`src/pkg/fsx_pkg.sv`:
```
// Constants and helpers shared by the flag-expansion FIFO design
package fsx_pkg;

	// Data path and offset widths
	localparam int          DATA_W        = 18;
	localparam int          OFS_W         = 12;
	localparam int          DEF_DEPTH     = 256;

	// Default offsets per depth
	localparam int          DEF_OFS_256   = 31;
	localparam int          DEF_OFS_512   = 63;
	localparam int          DEF_OFS_LARGE = 127;

	// APB register byte offsets
	localparam logic [11:0] CTRL_ADDR     = 12'h000;
	localparam logic [11:0] EOFS_ADDR     = 12'h004;
	localparam logic [11:0] FOFS_ADDR     = 12'h008;
	localparam logic [11:0] STAT_ADDR     = 12'h00C;
	localparam logic [11:0] COUNT_ADDR    = 12'h010;

	// CTRL fields
	localparam int          CTRL_FLUSH    = 0;
	localparam int          CTRL_WR_HOLD  = 1;

	// STAT fields
	localparam int          STAT_FULL_N   = 0;
	localparam int          STAT_EMPTY_N  = 1;
	localparam int          STAT_HALF_N   = 2;
	localparam int          STAT_AFULL_N  = 3;
	localparam int          STAT_AEMPTY_N = 4;
	localparam int          STAT_DEPTH_MD = 5;
	localparam int          STAT_WR_TOKEN = 6;
	localparam int          STAT_RD_TOKEN = 7;

	// Offset used when software and pins never program one
	function automatic logic [OFS_W-1:0] fsx_default_offset(input int depth);
		if (depth == 256)
			return OFS_W'(DEF_OFS_256);
		else if (depth == 512)
			return OFS_W'(DEF_OFS_512);
		else
			return OFS_W'(DEF_OFS_LARGE);
	endfunction : fsx_default_offset

endpackage : fsx_pkg

```
`src/hw/fsx_fifo.sv`:
```
// Flag-rich FIFO with offset registers, depth-expansion chain and APB port
//
// Contract
// - Chain inputs tied low mean standalone mode
// - Full flag low after depth writes
// - Full blocks writes, updates on write edge
// - Empty flag low when pointers equal
// - Half-full low above half depth in standalone mode
// - Almost-full low at depth minus m
// - Default offsets 31, 63 or 127
// - Almost-full set on write, cleared on read
// - Almost-empty low at n words or fewer
// - Almost-empty set on read, cleared on write
// - Write chain pulse on last-location write
// - Read chain pulse on last-location read
// - Read data is 18 bits wide
// - Data low after reset when enabled
// - Clocks may run during reset
// - Full releases in current cycle
// - Empty releases in current cycle
// - First word follows empty flag release
// - Reset clears pointers and presets flags
// - Offset load alternates empty then full
// - Ignore write when full, read when empty
//
// Chosen here: register access over APB and the register offsets.
`timescale 1ns/1ps
`default_nettype none

module fsx_fifo
	import fsx_pkg::*;
#(
	parameter int DEPTH = DEF_DEPTH
) (
	// Clock and reset
	input  wire logic              clock,
	input  wire logic              rstn,
	// APB slave
	input  wire logic              psel,
	input  wire logic              penable,
	input  wire logic              pwrite,
	input  wire logic [11:0]       paddr,
	input  wire logic [31:0]       pwdata,
	output logic      [31:0]       prdata,
	output logic                   pready,
	output logic                   pslverr,
	// Write side
	input  wire logic              write_en_n,
	input  wire logic [DATA_W-1:0] write_data,
	input  wire logic              offset_load_n,
	input  wire logic              first_in_chain_n,
	input  wire logic              write_chain_in_n,
	input  wire logic              read_chain_in_n,
	// Read side
	input  wire logic              read_en_n,
	input  wire logic              output_en_n,
	output logic      [DATA_W-1:0] read_data_out,
	output logic                   read_data_oe,
	// Flags and chain outputs
	output logic                   full_flag_n,
	output logic                   empty_flag_n,
	output logic                   half_full_flag_n,
	output logic                   almost_full_flag_n,
	output logic                   almost_empty_flag_n,
	output logic                   read_chain_out_n
);

	localparam int              AW      = $clog2(DEPTH);
	localparam logic [AW:0]     DEPTH_C = (AW+1)'(DEPTH);
	localparam logic [AW:0]     HALF_C  = (AW+1)'(DEPTH / 2);
	localparam logic [AW-1:0]   LAST_C  = AW'(DEPTH - 1);
	localparam logic [OFS_W-1:0] OFS_DEF = fsx_default_offset(DEPTH);

	logic [DATA_W-1:0] mem_reg [DEPTH];     // Storage array
	logic [AW:0]       wr_ptr_reg;          // Write pointer, wrap bit on top
	logic [AW:0]       rd_ptr_reg;          // Read pointer, wrap bit on top
	logic [AW:0]       count;               // Words stored now
	logic [AW:0]       count_next;          // Words stored after this edge
	logic [OFS_W-1:0]  empty_ofs_reg;       // Offset n
	logic [OFS_W-1:0]  full_ofs_reg;        // Offset m
	logic              ld_wsel_reg;         // Pin load selector, 1 = full
	logic              ld_rsel_reg;         // Pin readback selector
	logic              depth_mode_reg;      // Chain in use
	logic              wr_token_reg;        // This device owns writes
	logic              rd_token_reg;        // This device owns reads
	logic              wr_chain_reg;        // Write chain pulse, active high
	logic              flush_reg;           // Software flush pulse
	logic              wr_hold_reg;         // Software write stall
	logic              wr_ok;               // Write accepted this edge
	logic              rd_ok;               // Read accepted this edge
	logic              apb_done;            // APB access completes
	logic [13:0]       cnt_plus_m;          // Count plus m, no overflow

	// Accept only when not full / not empty, enabled and owning the token
	assign wr_ok = offset_load_n && !write_en_n && full_flag_n &&
		wr_token_reg && !wr_hold_reg;
	assign rd_ok = offset_load_n && !read_en_n && empty_flag_n &&
		rd_token_reg;
	assign apb_done = psel && penable && pready;

	// Occupancy from the pointer difference, one clock so no resync needed
	assign count      = wr_ptr_reg - rd_ptr_reg;
	assign count_next = flush_reg ? '0 :
		count + (AW+1)'(wr_ok) - (AW+1)'(rd_ok);
	assign cnt_plus_m = 14'(count_next) + 14'(full_ofs_reg);

	// Storage write, no reset needed on the array
	always_ff @(posedge clock) begin
		if (wr_ok) begin
			mem_reg[wr_ptr_reg[AW-1:0]] <= write_data;
		end
	end

	// Pointers; reset and flush return both to the first location
	always_ff @(posedge clock) begin
		if (!rstn || flush_reg) begin
			wr_ptr_reg <= '0;
			rd_ptr_reg <= '0;
		end else begin
			if (wr_ok)
				wr_ptr_reg <= wr_ptr_reg + 1'b1;
			if (rd_ok)
				rd_ptr_reg <= rd_ptr_reg + 1'b1;
		end
	end

	// Flags track the post-edge count, so release happens at once
	always_ff @(posedge clock) begin
		if (!rstn) begin
			full_flag_n         <= 1'b1;
			empty_flag_n        <= 1'b0;
			almost_full_flag_n  <= 1'b1;
			almost_empty_flag_n <= 1'b0;
		end else begin
			full_flag_n  <= count_next != DEPTH_C;
			empty_flag_n <= count_next != '0;
			// Write raises count, read lowers it: both edges move it
			almost_full_flag_n <= cnt_plus_m < 14'(DEPTH_C);
			almost_empty_flag_n <=
				13'(count_next) > 13'(empty_ofs_reg);
		end
	end

	// Shared pin: half-full standalone, write chain pulse in depth mode
	always_ff @(posedge clock) begin
		if (!rstn)
			half_full_flag_n <= 1'b1;
		else if (depth_mode_reg)
			half_full_flag_n <= !wr_chain_reg;
		else
			half_full_flag_n <= count_next <= HALF_C;
	end

	// Mode caught while reset is held; tied-low chain inputs mean standalone
	always_ff @(posedge clock) begin
		if (!rstn)
			depth_mode_reg <= write_chain_in_n || read_chain_in_n;
	end

	// Write token: every device starts owning it, passes on last location
	always_ff @(posedge clock) begin
		if (!rstn) begin
			wr_token_reg <= 1'b1;
			wr_chain_reg <= 1'b0;
		end else if (!depth_mode_reg) begin
			wr_token_reg <= 1'b1;
			wr_chain_reg <= 1'b0;
		end else begin
			wr_chain_reg <= wr_ok && wr_ptr_reg[AW-1:0] == LAST_C;
			// Incoming pulse wins over our own hand-off
			if (!write_chain_in_n)
				wr_token_reg <= 1'b1;
			else if (wr_ok && wr_ptr_reg[AW-1:0] == LAST_C)
				wr_token_reg <= 1'b0;
		end
	end

	// First-device strap sampled on the first edge after reset release
	logic strap_done_reg;   // Token strap already taken
	always_ff @(posedge clock) begin
		if (!rstn)
			strap_done_reg <= 1'b0;
		else
			strap_done_reg <= 1'b1;
	end

	// Read token as the write token, but strapped from first_in_chain_n after reset
	always_ff @(posedge clock) begin
		if (!rstn) begin
			rd_token_reg     <= 1'b1;
			read_chain_out_n <= 1'b1;
		end else if (!depth_mode_reg) begin
			rd_token_reg     <= 1'b1;
			read_chain_out_n <= 1'b1;
		end else begin
			read_chain_out_n <=
				!(rd_ok && rd_ptr_reg[AW-1:0] == LAST_C);
			if (!strap_done_reg)
				rd_token_reg <= !first_in_chain_n;
			else if (!read_chain_in_n)
				rd_token_reg <= 1'b1;
			else if (rd_ok && rd_ptr_reg[AW-1:0] == LAST_C)
				rd_token_reg <= 1'b0;
		end
	end

	// Offset registers: pin load sequence, then APB writes on top
	always_ff @(posedge clock) begin
		if (!rstn) begin
			empty_ofs_reg <= OFS_DEF;
			full_ofs_reg  <= OFS_DEF;
			ld_wsel_reg   <= 1'b0;
		end else begin
			if (!offset_load_n) begin
				// Every edge steps the selector; enable decides storing
				ld_wsel_reg <= !ld_wsel_reg;
				if (!write_en_n && !ld_wsel_reg)
					empty_ofs_reg <= write_data[OFS_W-1:0];
				if (!write_en_n && ld_wsel_reg)
					full_ofs_reg  <= write_data[OFS_W-1:0];
			end
			if (apb_done && pwrite && paddr == EOFS_ADDR)
				empty_ofs_reg <= pwdata[OFS_W-1:0];
			if (apb_done && pwrite && paddr == FOFS_ADDR)
				full_ofs_reg  <= pwdata[OFS_W-1:0];
		end
	end

	// Output register: FIFO word or offset readback, zero after reset
	always_ff @(posedge clock) begin
		if (!rstn) begin
			read_data_out <= '0;
			ld_rsel_reg   <= 1'b0;
		end else if (!offset_load_n && !read_en_n) begin
			ld_rsel_reg   <= !ld_rsel_reg;
			read_data_out <= DATA_W'(ld_rsel_reg ? full_ofs_reg
				: empty_ofs_reg);
		end else if (rd_ok) begin
			read_data_out <= mem_reg[rd_ptr_reg[AW-1:0]];
		end
	end

	// Output enable registered so the pad control is glitch free
	always_ff @(posedge clock) begin
		if (!rstn)
			read_data_oe <= 1'b0;
		else
			read_data_oe <= !output_en_n;
	end

	// Software control: flush is a one-cycle pulse, hold is a level
	always_ff @(posedge clock) begin
		if (!rstn) begin
			flush_reg   <= 1'b0;
			wr_hold_reg <= 1'b0;
		end else begin
			flush_reg <= apb_done && pwrite && paddr == CTRL_ADDR &&
				pwdata[CTRL_FLUSH];
			if (apb_done && pwrite && paddr == CTRL_ADDR)
				wr_hold_reg <= pwdata[CTRL_WR_HOLD];
		end
	end

	// APB: one wait state, so every access takes setup plus two cycles
	always_ff @(posedge clock) begin
		if (!rstn)
			pready <= 1'b0;
		else
			pready <= psel && penable && !pready;
	end

	// Read data and error captured as pready rises
	always_ff @(posedge clock) begin
		if (!rstn) begin
			prdata  <= '0;
			pslverr <= 1'b0;
		end else if (psel && penable && !pready) begin
			prdata  <= '0;
			pslverr <= 1'b0;
			unique case (paddr)
				CTRL_ADDR:  prdata <= 32'(wr_hold_reg) << CTRL_WR_HOLD;
				EOFS_ADDR:  prdata <= 32'(empty_ofs_reg);
				FOFS_ADDR:  prdata <= 32'(full_ofs_reg);
				STAT_ADDR:  prdata <= 32'({rd_token_reg, wr_token_reg,
					depth_mode_reg, almost_empty_flag_n,
					almost_full_flag_n, half_full_flag_n,
					empty_flag_n, full_flag_n});
				COUNT_ADDR: prdata <= 32'(count);
				default:    pslverr <= 1'b1;  // Unmapped address
			endcase
		end else begin
			pslverr <= 1'b0;
		end
	end
endmodule : fsx_fifo

`default_nettype wire

```
`config.mk`:
```
export PLATFORM = sky130hd
export DESIGN_NAME = fsx_fifo
export DESIGN_NICKNAME = d
export VERILOG_FILES = /design/src/pkg/fsx_pkg.sv /design/src/hw/fsx_fifo.sv
export SDC_FILE = /design/constraint.sdc
export NUM_CORES = 2
export LEC_CHECK = 0
export BUFFER_PORTS_ARGS = -buffer_cell sky130_fd_sc_hd__buf_2
export CAP_MARGIN = 40
export CORE_ASPECT_RATIO = 0.9
export CORE_MARGIN = 8
export CORE_UTILIZATION = 45
export CTS_CLUSTER_SIZE = 30
export DETAILED_ROUTE_END_ITERATION = 7
export GPL_TIMING_DRIVEN = 0
export MAX_ROUTING_LAYER = met4
export RECOVER_POWER = 100
export SLEW_MARGIN = 20
export SYNTH_ARGS = -nofsm -noshare
export SYNTH_HDL_FRONTEND = slang
export SYNTH_MEMORY_MAX_BITS = 65536
export SYNTH_SLANG_ARGS = --single-unit
```
`constraint.sdc`:
```
create_clock -name clock -period 4.8 [get_ports clock]
set_input_delay 0 -clock clock [delete_from_list [all_inputs] [get_ports clock]]
set_output_delay 0 -clock clock [all_outputs]
set_load 0.02 [all_outputs]
```
Word level (Yosys, flattened, before mapping). Memories as Yosys holds them, arrays and structs flattened. A register that Yosys moved wholly into a read port is not among the register bits. Cells that the tools add are included. Widths: inputs -> output; s select.

Bits in registers: 110. Latch bits: 0. Memory bits (writable): 4608. Memory bits (read-only): 0. Input bits: 74. Output and inout port bits: 59. Memories: 1.

Add/subtract/negate cells: 6. $mul: 0. Div/mod/pow operators: 0. $lt $le $gt $ge: 3. Eq/ne operators: 10. Shifts and indexed selects: 0. Muxes and demuxes: 21. Bitwise gates (word level): 0. Reduce and logical (&&, ||, !) cells: 45.

Memory list: mem_reg (words 256, bits a word 18, rd ports 1, clocked after Yosys merged registers in 1, write ports 1, line fsx_fifo.sv:74) `logic [DATA_W-1:0] mem_reg [DEPTH];`.

Operators by type and width (count): $mux 12 (7); $pmux 12 s5 (1); $mux 18 (2); $eq 12x4->1 const B (2); $logic_and 1x1->1 (20); $add 9x1->9 const B (2); $eq 8x8->1 const B (2); $mux 8 (2); $add 9x12->13 (1); $lt 13x9->1 const B (1); $eq 12x3->1 const B (1); $eq 12x5->1 const B (1); $gt 9x12->1 (1); $logic_not 1->1 (12); $logic_not 12->1 (1); $add 9x1->9 (1); $le 9x8->1 const B (1); $mux 9 (1); $ne 9x9->1 const B (1); $reduce_bool 9->1 (1); $sub 9x1->9 (1); $sub 9x9->9 (1); $mux 1 (8); $reduce_and 2->1 (4); 6 further kinds (10).

Depth between registers and ports, before layout.
Word-level depth: 10. Gate-level depth with buffers: 21. Gate-level depth less buffers: 21.

Least setup slack after synthesis. OpenSTA, ideal clock, no wires.

Path type: flip-flop to flip-flop. From: register empty_flag_n. To: register almost_empty_flag_n. Arrival time: 4201 ps. Path slack: 525 ps. Stages on the path, launching flop included: 21. Path buffers: 3. Period minus slack after synthesis: 4275 ps. Cell sequence: dfxtp_1 -> and4b_1 -> clkbuf_1 -> clkbuf_1 -> buf_1 -> ha_1 -> inv_1 -> ha_1 -> fa_1 -> a21oi_1 -> o21ai_0 -> a21boi_0 -> a21oi_1 -> xnor2_1 -> nor2_1 -> ha_1 -> nand4_1 -> nor3_1 -> nor4b_1 -> nand3_1 -> o21ai_0.

Word-level cells in the longest chain between the ends: 5.

RTL lines: start, declared (line fsx_fifo.sv:61) `output logic empty_flag_n,`; start signal, assigned (line fsx_fifo.sv:131) `empty_flag_n <= 1'b0;`; start signal, assigned (line fsx_fifo.sv:136) `empty_flag_n <= count_next != '0;`; $logic_and 1x1->1 (2 in series) (line fsx_fifo.sv:97) `assign rd_ok = offset_load_n && !read_en_n && empty_flag_n &&`; net rd_ok (line fsx_fifo.sv:90) `logic rd_ok;`; $sub 9x1->9 (line fsx_fifo.sv:104) `count + (AW+1)'(wr_ok) - (AW+1)'(rd_ok);`; $mux 9 (line fsx_fifo.sv:103) `assign count_next = flush_reg ? '0 :`; $gt 9x12->1 (line fsx_fifo.sv:140) `13'(count_next) > 13'(empty_ofs_reg);`; end signal, assigned (line fsx_fifo.sv:139) `almost_empty_flag_n <=`; end, declared (line fsx_fifo.sv:64) `output logic almost_empty_flag_n,`.

The timed path passes the listed nets, and every way through them passes these cells. A chain may end at the register's enable or synchronous reset.

==> reports/qor.yml <==
status:
  status: "complete, but fails checks"
  violations: "capacitance limit, slew limit, setup timing"
logic_synthesis:
  muxShareOfSynthArea: 0.173
  syn_inst: 8065
  syn_area_um2: 182000
  ys_seq_area_frac: 0.771
  synth_compound_area_frac: 0.0163
  synth.largest_area_cell: "edfxtp_1"
  yosys-top-cells-area: "edfxtp_1 (76%), mux4_2 (16%), dfxtp_1 (1.1%), nor2_1 (0.84%), mux2i_1 (0.73%)"
  synth_edf_count: 4609
  synthTopCellsByCount: "edfxtp_1 (4,609), mux4_2 (1,327), nor2_1 (406)"
  yosys_register_bits: 4706
  synth_top_area_share: 0.760
  synth_xor_area_frac: 0.00172
  yosysWarningCount: 0
  synth.distinct_cells: 73
  async_flop_share: 0
  synthSimpleGateAreaFrac: 0.0208
  synth_top_family_by_area: "multiplexers"
  yosysMostFrequentCell: "edfxtp_1"
  ys.flop_type: "edfxtp_1"
  avgSynthCellArea_um2: 22.6
  synthAdderAreaFrac: 0.00290
cells_and_area:
  largest_register_ffs: 4608
  fill_cells: 31000
  area_growth_pct: 17.6
  nets: 9403
  drive_gt1_frac: 0.307
  stdcell_area_um2: 214000
worst_hold_path:
  hold_path_class: "input port to flip-flop"
  hold_path.startpoint: "offset_load_n"
global_route:
  grt_max_degree: 140
  grt_pass1_wl_mm: 1050
  grt_pass1_vias: 96700
  grt_overflow: 0
  grt_usage: 0.399
  antenna_found_initial: 127
cts:
  worst_skew_pair.late_latency_ps: 1100
  clk_pin_slew_ps: 70
  numCtsBuffers: 465
  tritoncts: "yes"
  clk_path_buf_depth: 4
  htreeDepth: 5
  root_buffer: "clkbuf_16"
  cts_sinks: 4706
critical_path:
  worstSetupPathType: "flip-flop to flip-flop"
  cp_num_buf_inv: 7
  worstPathMaxFanout: 10
  cp.arrival_ps: 6100
  required_ps: 5760
  cpMostUsedCell: "buf_4"
  critical_path.max_stage_delay_ps: 780
  crit_family: "buffers and inverters"
  path_cells: "buf_4, buf_4, buf_4, clkbuf_4, clkbuf_2, buf_12, mux4_2, nand2_1, a311oi_2, buf_4, nor3_2, nand2_1, a32o_1"
  crit_path_end_kind: "flip-flop"
  setup.worst_path.start_class: "flip-flop"
  critPathSlowestCell: "clkbuf_4"
placement:
  hpwl_mm: 592
  gp_congestion: 1.08
  port-buffer-count: 90
  place_ws_ps: -1190
  placed_area_um2: 203000
routing:
  drtPass1Iterations: 8
  routedWlPerCell_um: 55.2
  viasPerCell: 7.03
  num_vias: 107000
  drtIter0Drc: 23200
  route.final.wire_length_mm: 837
  drcViolationCount: 0
  ant_nets: 0
die:
  core_area_um2: 403000
  die-area_um2: 425000
  rows: 221
  die_w_um: 686
  fp.dieH_um: 619
  start_util: 0.452
  ios: 133
sta:
  max_freq_mhz: 195
  finalClockSkew_ps: 110
  setup_viol: 1152
  layout_min_cycle_time_ps: 5130
  hold_violations: 0
  relSlewSlack: -2.51
  whs_ps: 70.6
  slew_viol_final: 3981
  fin_crit_sh: 1.07
  worst_slack_ps: -335
  worst_pin_slew_ps: 5270
job:
  maxCapViolCount: 107
pwr:
  power_density_nw_per_um2: 428
  peakVddDrop_v: 0.000367
  p_leak_nw: 65.9
## worst register-to-register path, cell delays in order (launching register included)
cell and delay, ps:
dfxtp_1 320, buf_4 340, buf_4 340, buf_4 490, clkbuf_4 800, clkbuf_2 590
buf_12 250, mux4_2 360, nand2_1 100, a311oi_2 120, buf_4 240, nor3_2 470
nand2_1 320, a32o_1 300
## cell usage in the layout (no fill, tap or decap), types with 128 or more instances in the layout
master	n
edfxtp_1	4609
clkbuf_1	345
clkbuf_16	471
mux4_2	1327
nand2_1	239
clkbuf_2	184
diode_2	140
buf_12	128
buf_4	148
nor2_1	343
## path summary, 6_finish.rpt
kind                       to  cells past startpoint  slack, ps
max          read_data_out[5]                     13       -330
min               ld_wsel_reg                      4         70
max reg2reg  read_data_out[5]                     13       -330
min reg2reg  empty_ofs_reg[6]                      2        500
## routing by layer
metal | vias to the layer above | track usage | wire (um)
met5 | - | - | 0
met4 | 0 | 0.259 | 71500
met3 | 2117 | 0.211 | 153000
met2 | 10500 | 0.515 | 331000
met1 | 57200 | 0.484 | 281000
li1 | 36800 | - | -
## per-stage QoR
step	power [mW]	utilization	TNS [ps]	cells
5_1_grt	92.9	0.531	-39.9	15100
3_5_place_dp	55.6	0.505	-12780	14100
2_1_floorplan	50.3	-	0	8084
4_1_cts	91.0	0.545	0	15000
3_3_place_gp	55.2	0.470	-3840080	13500
6_report	91.7	0.532	-118020	15200
## layout make-up
cell class	instances	area, um2	share of cell area
sequential	4706	140000	0.656
clock inverter	253	2430	0.0113
inverter	36	138	0.000643
clock buffer	594	12400	0.0577
tap	5352	6700	0.0313
buffer	451	3040	0.0142
timing repair buffer	748	8970	0.0419
antenna	140	350	0.00164
multi-input combinational	2880	39700	0.186
## power breakdown
group | switching, mW | total [mW] | internal [mW]
sequential | 0.0919 | 45.3 | 45.2
clock | 16.3 | 36.4 | 20.0
combinational | 6.74 | 10.0 | 3.29
## logic make-up after synthesis
family	Yosys count
muxes	1482
and+or+nand+nor	875
AOI/OAI and AO/OA	428
DFF	4706
adders and majority gates	41
other	1
buffers and inverters	498
xor gates and xnor gates	34
## timing repair
| item | 4_1_cts | 5_1_grt |
|---|---|---|
| endpoints found under the hold margin | 4390 | 0 |
| endpoints found under the setup margin | 19 | 15 |
| pin swaps | 0 | 4 |
| hold buffers | 103 | 0 |
| resized for setup | 117 | 43 |
| buffers inserted | 0 | 1 |
No activity file was read; power rests on OpenSTA's default activity.
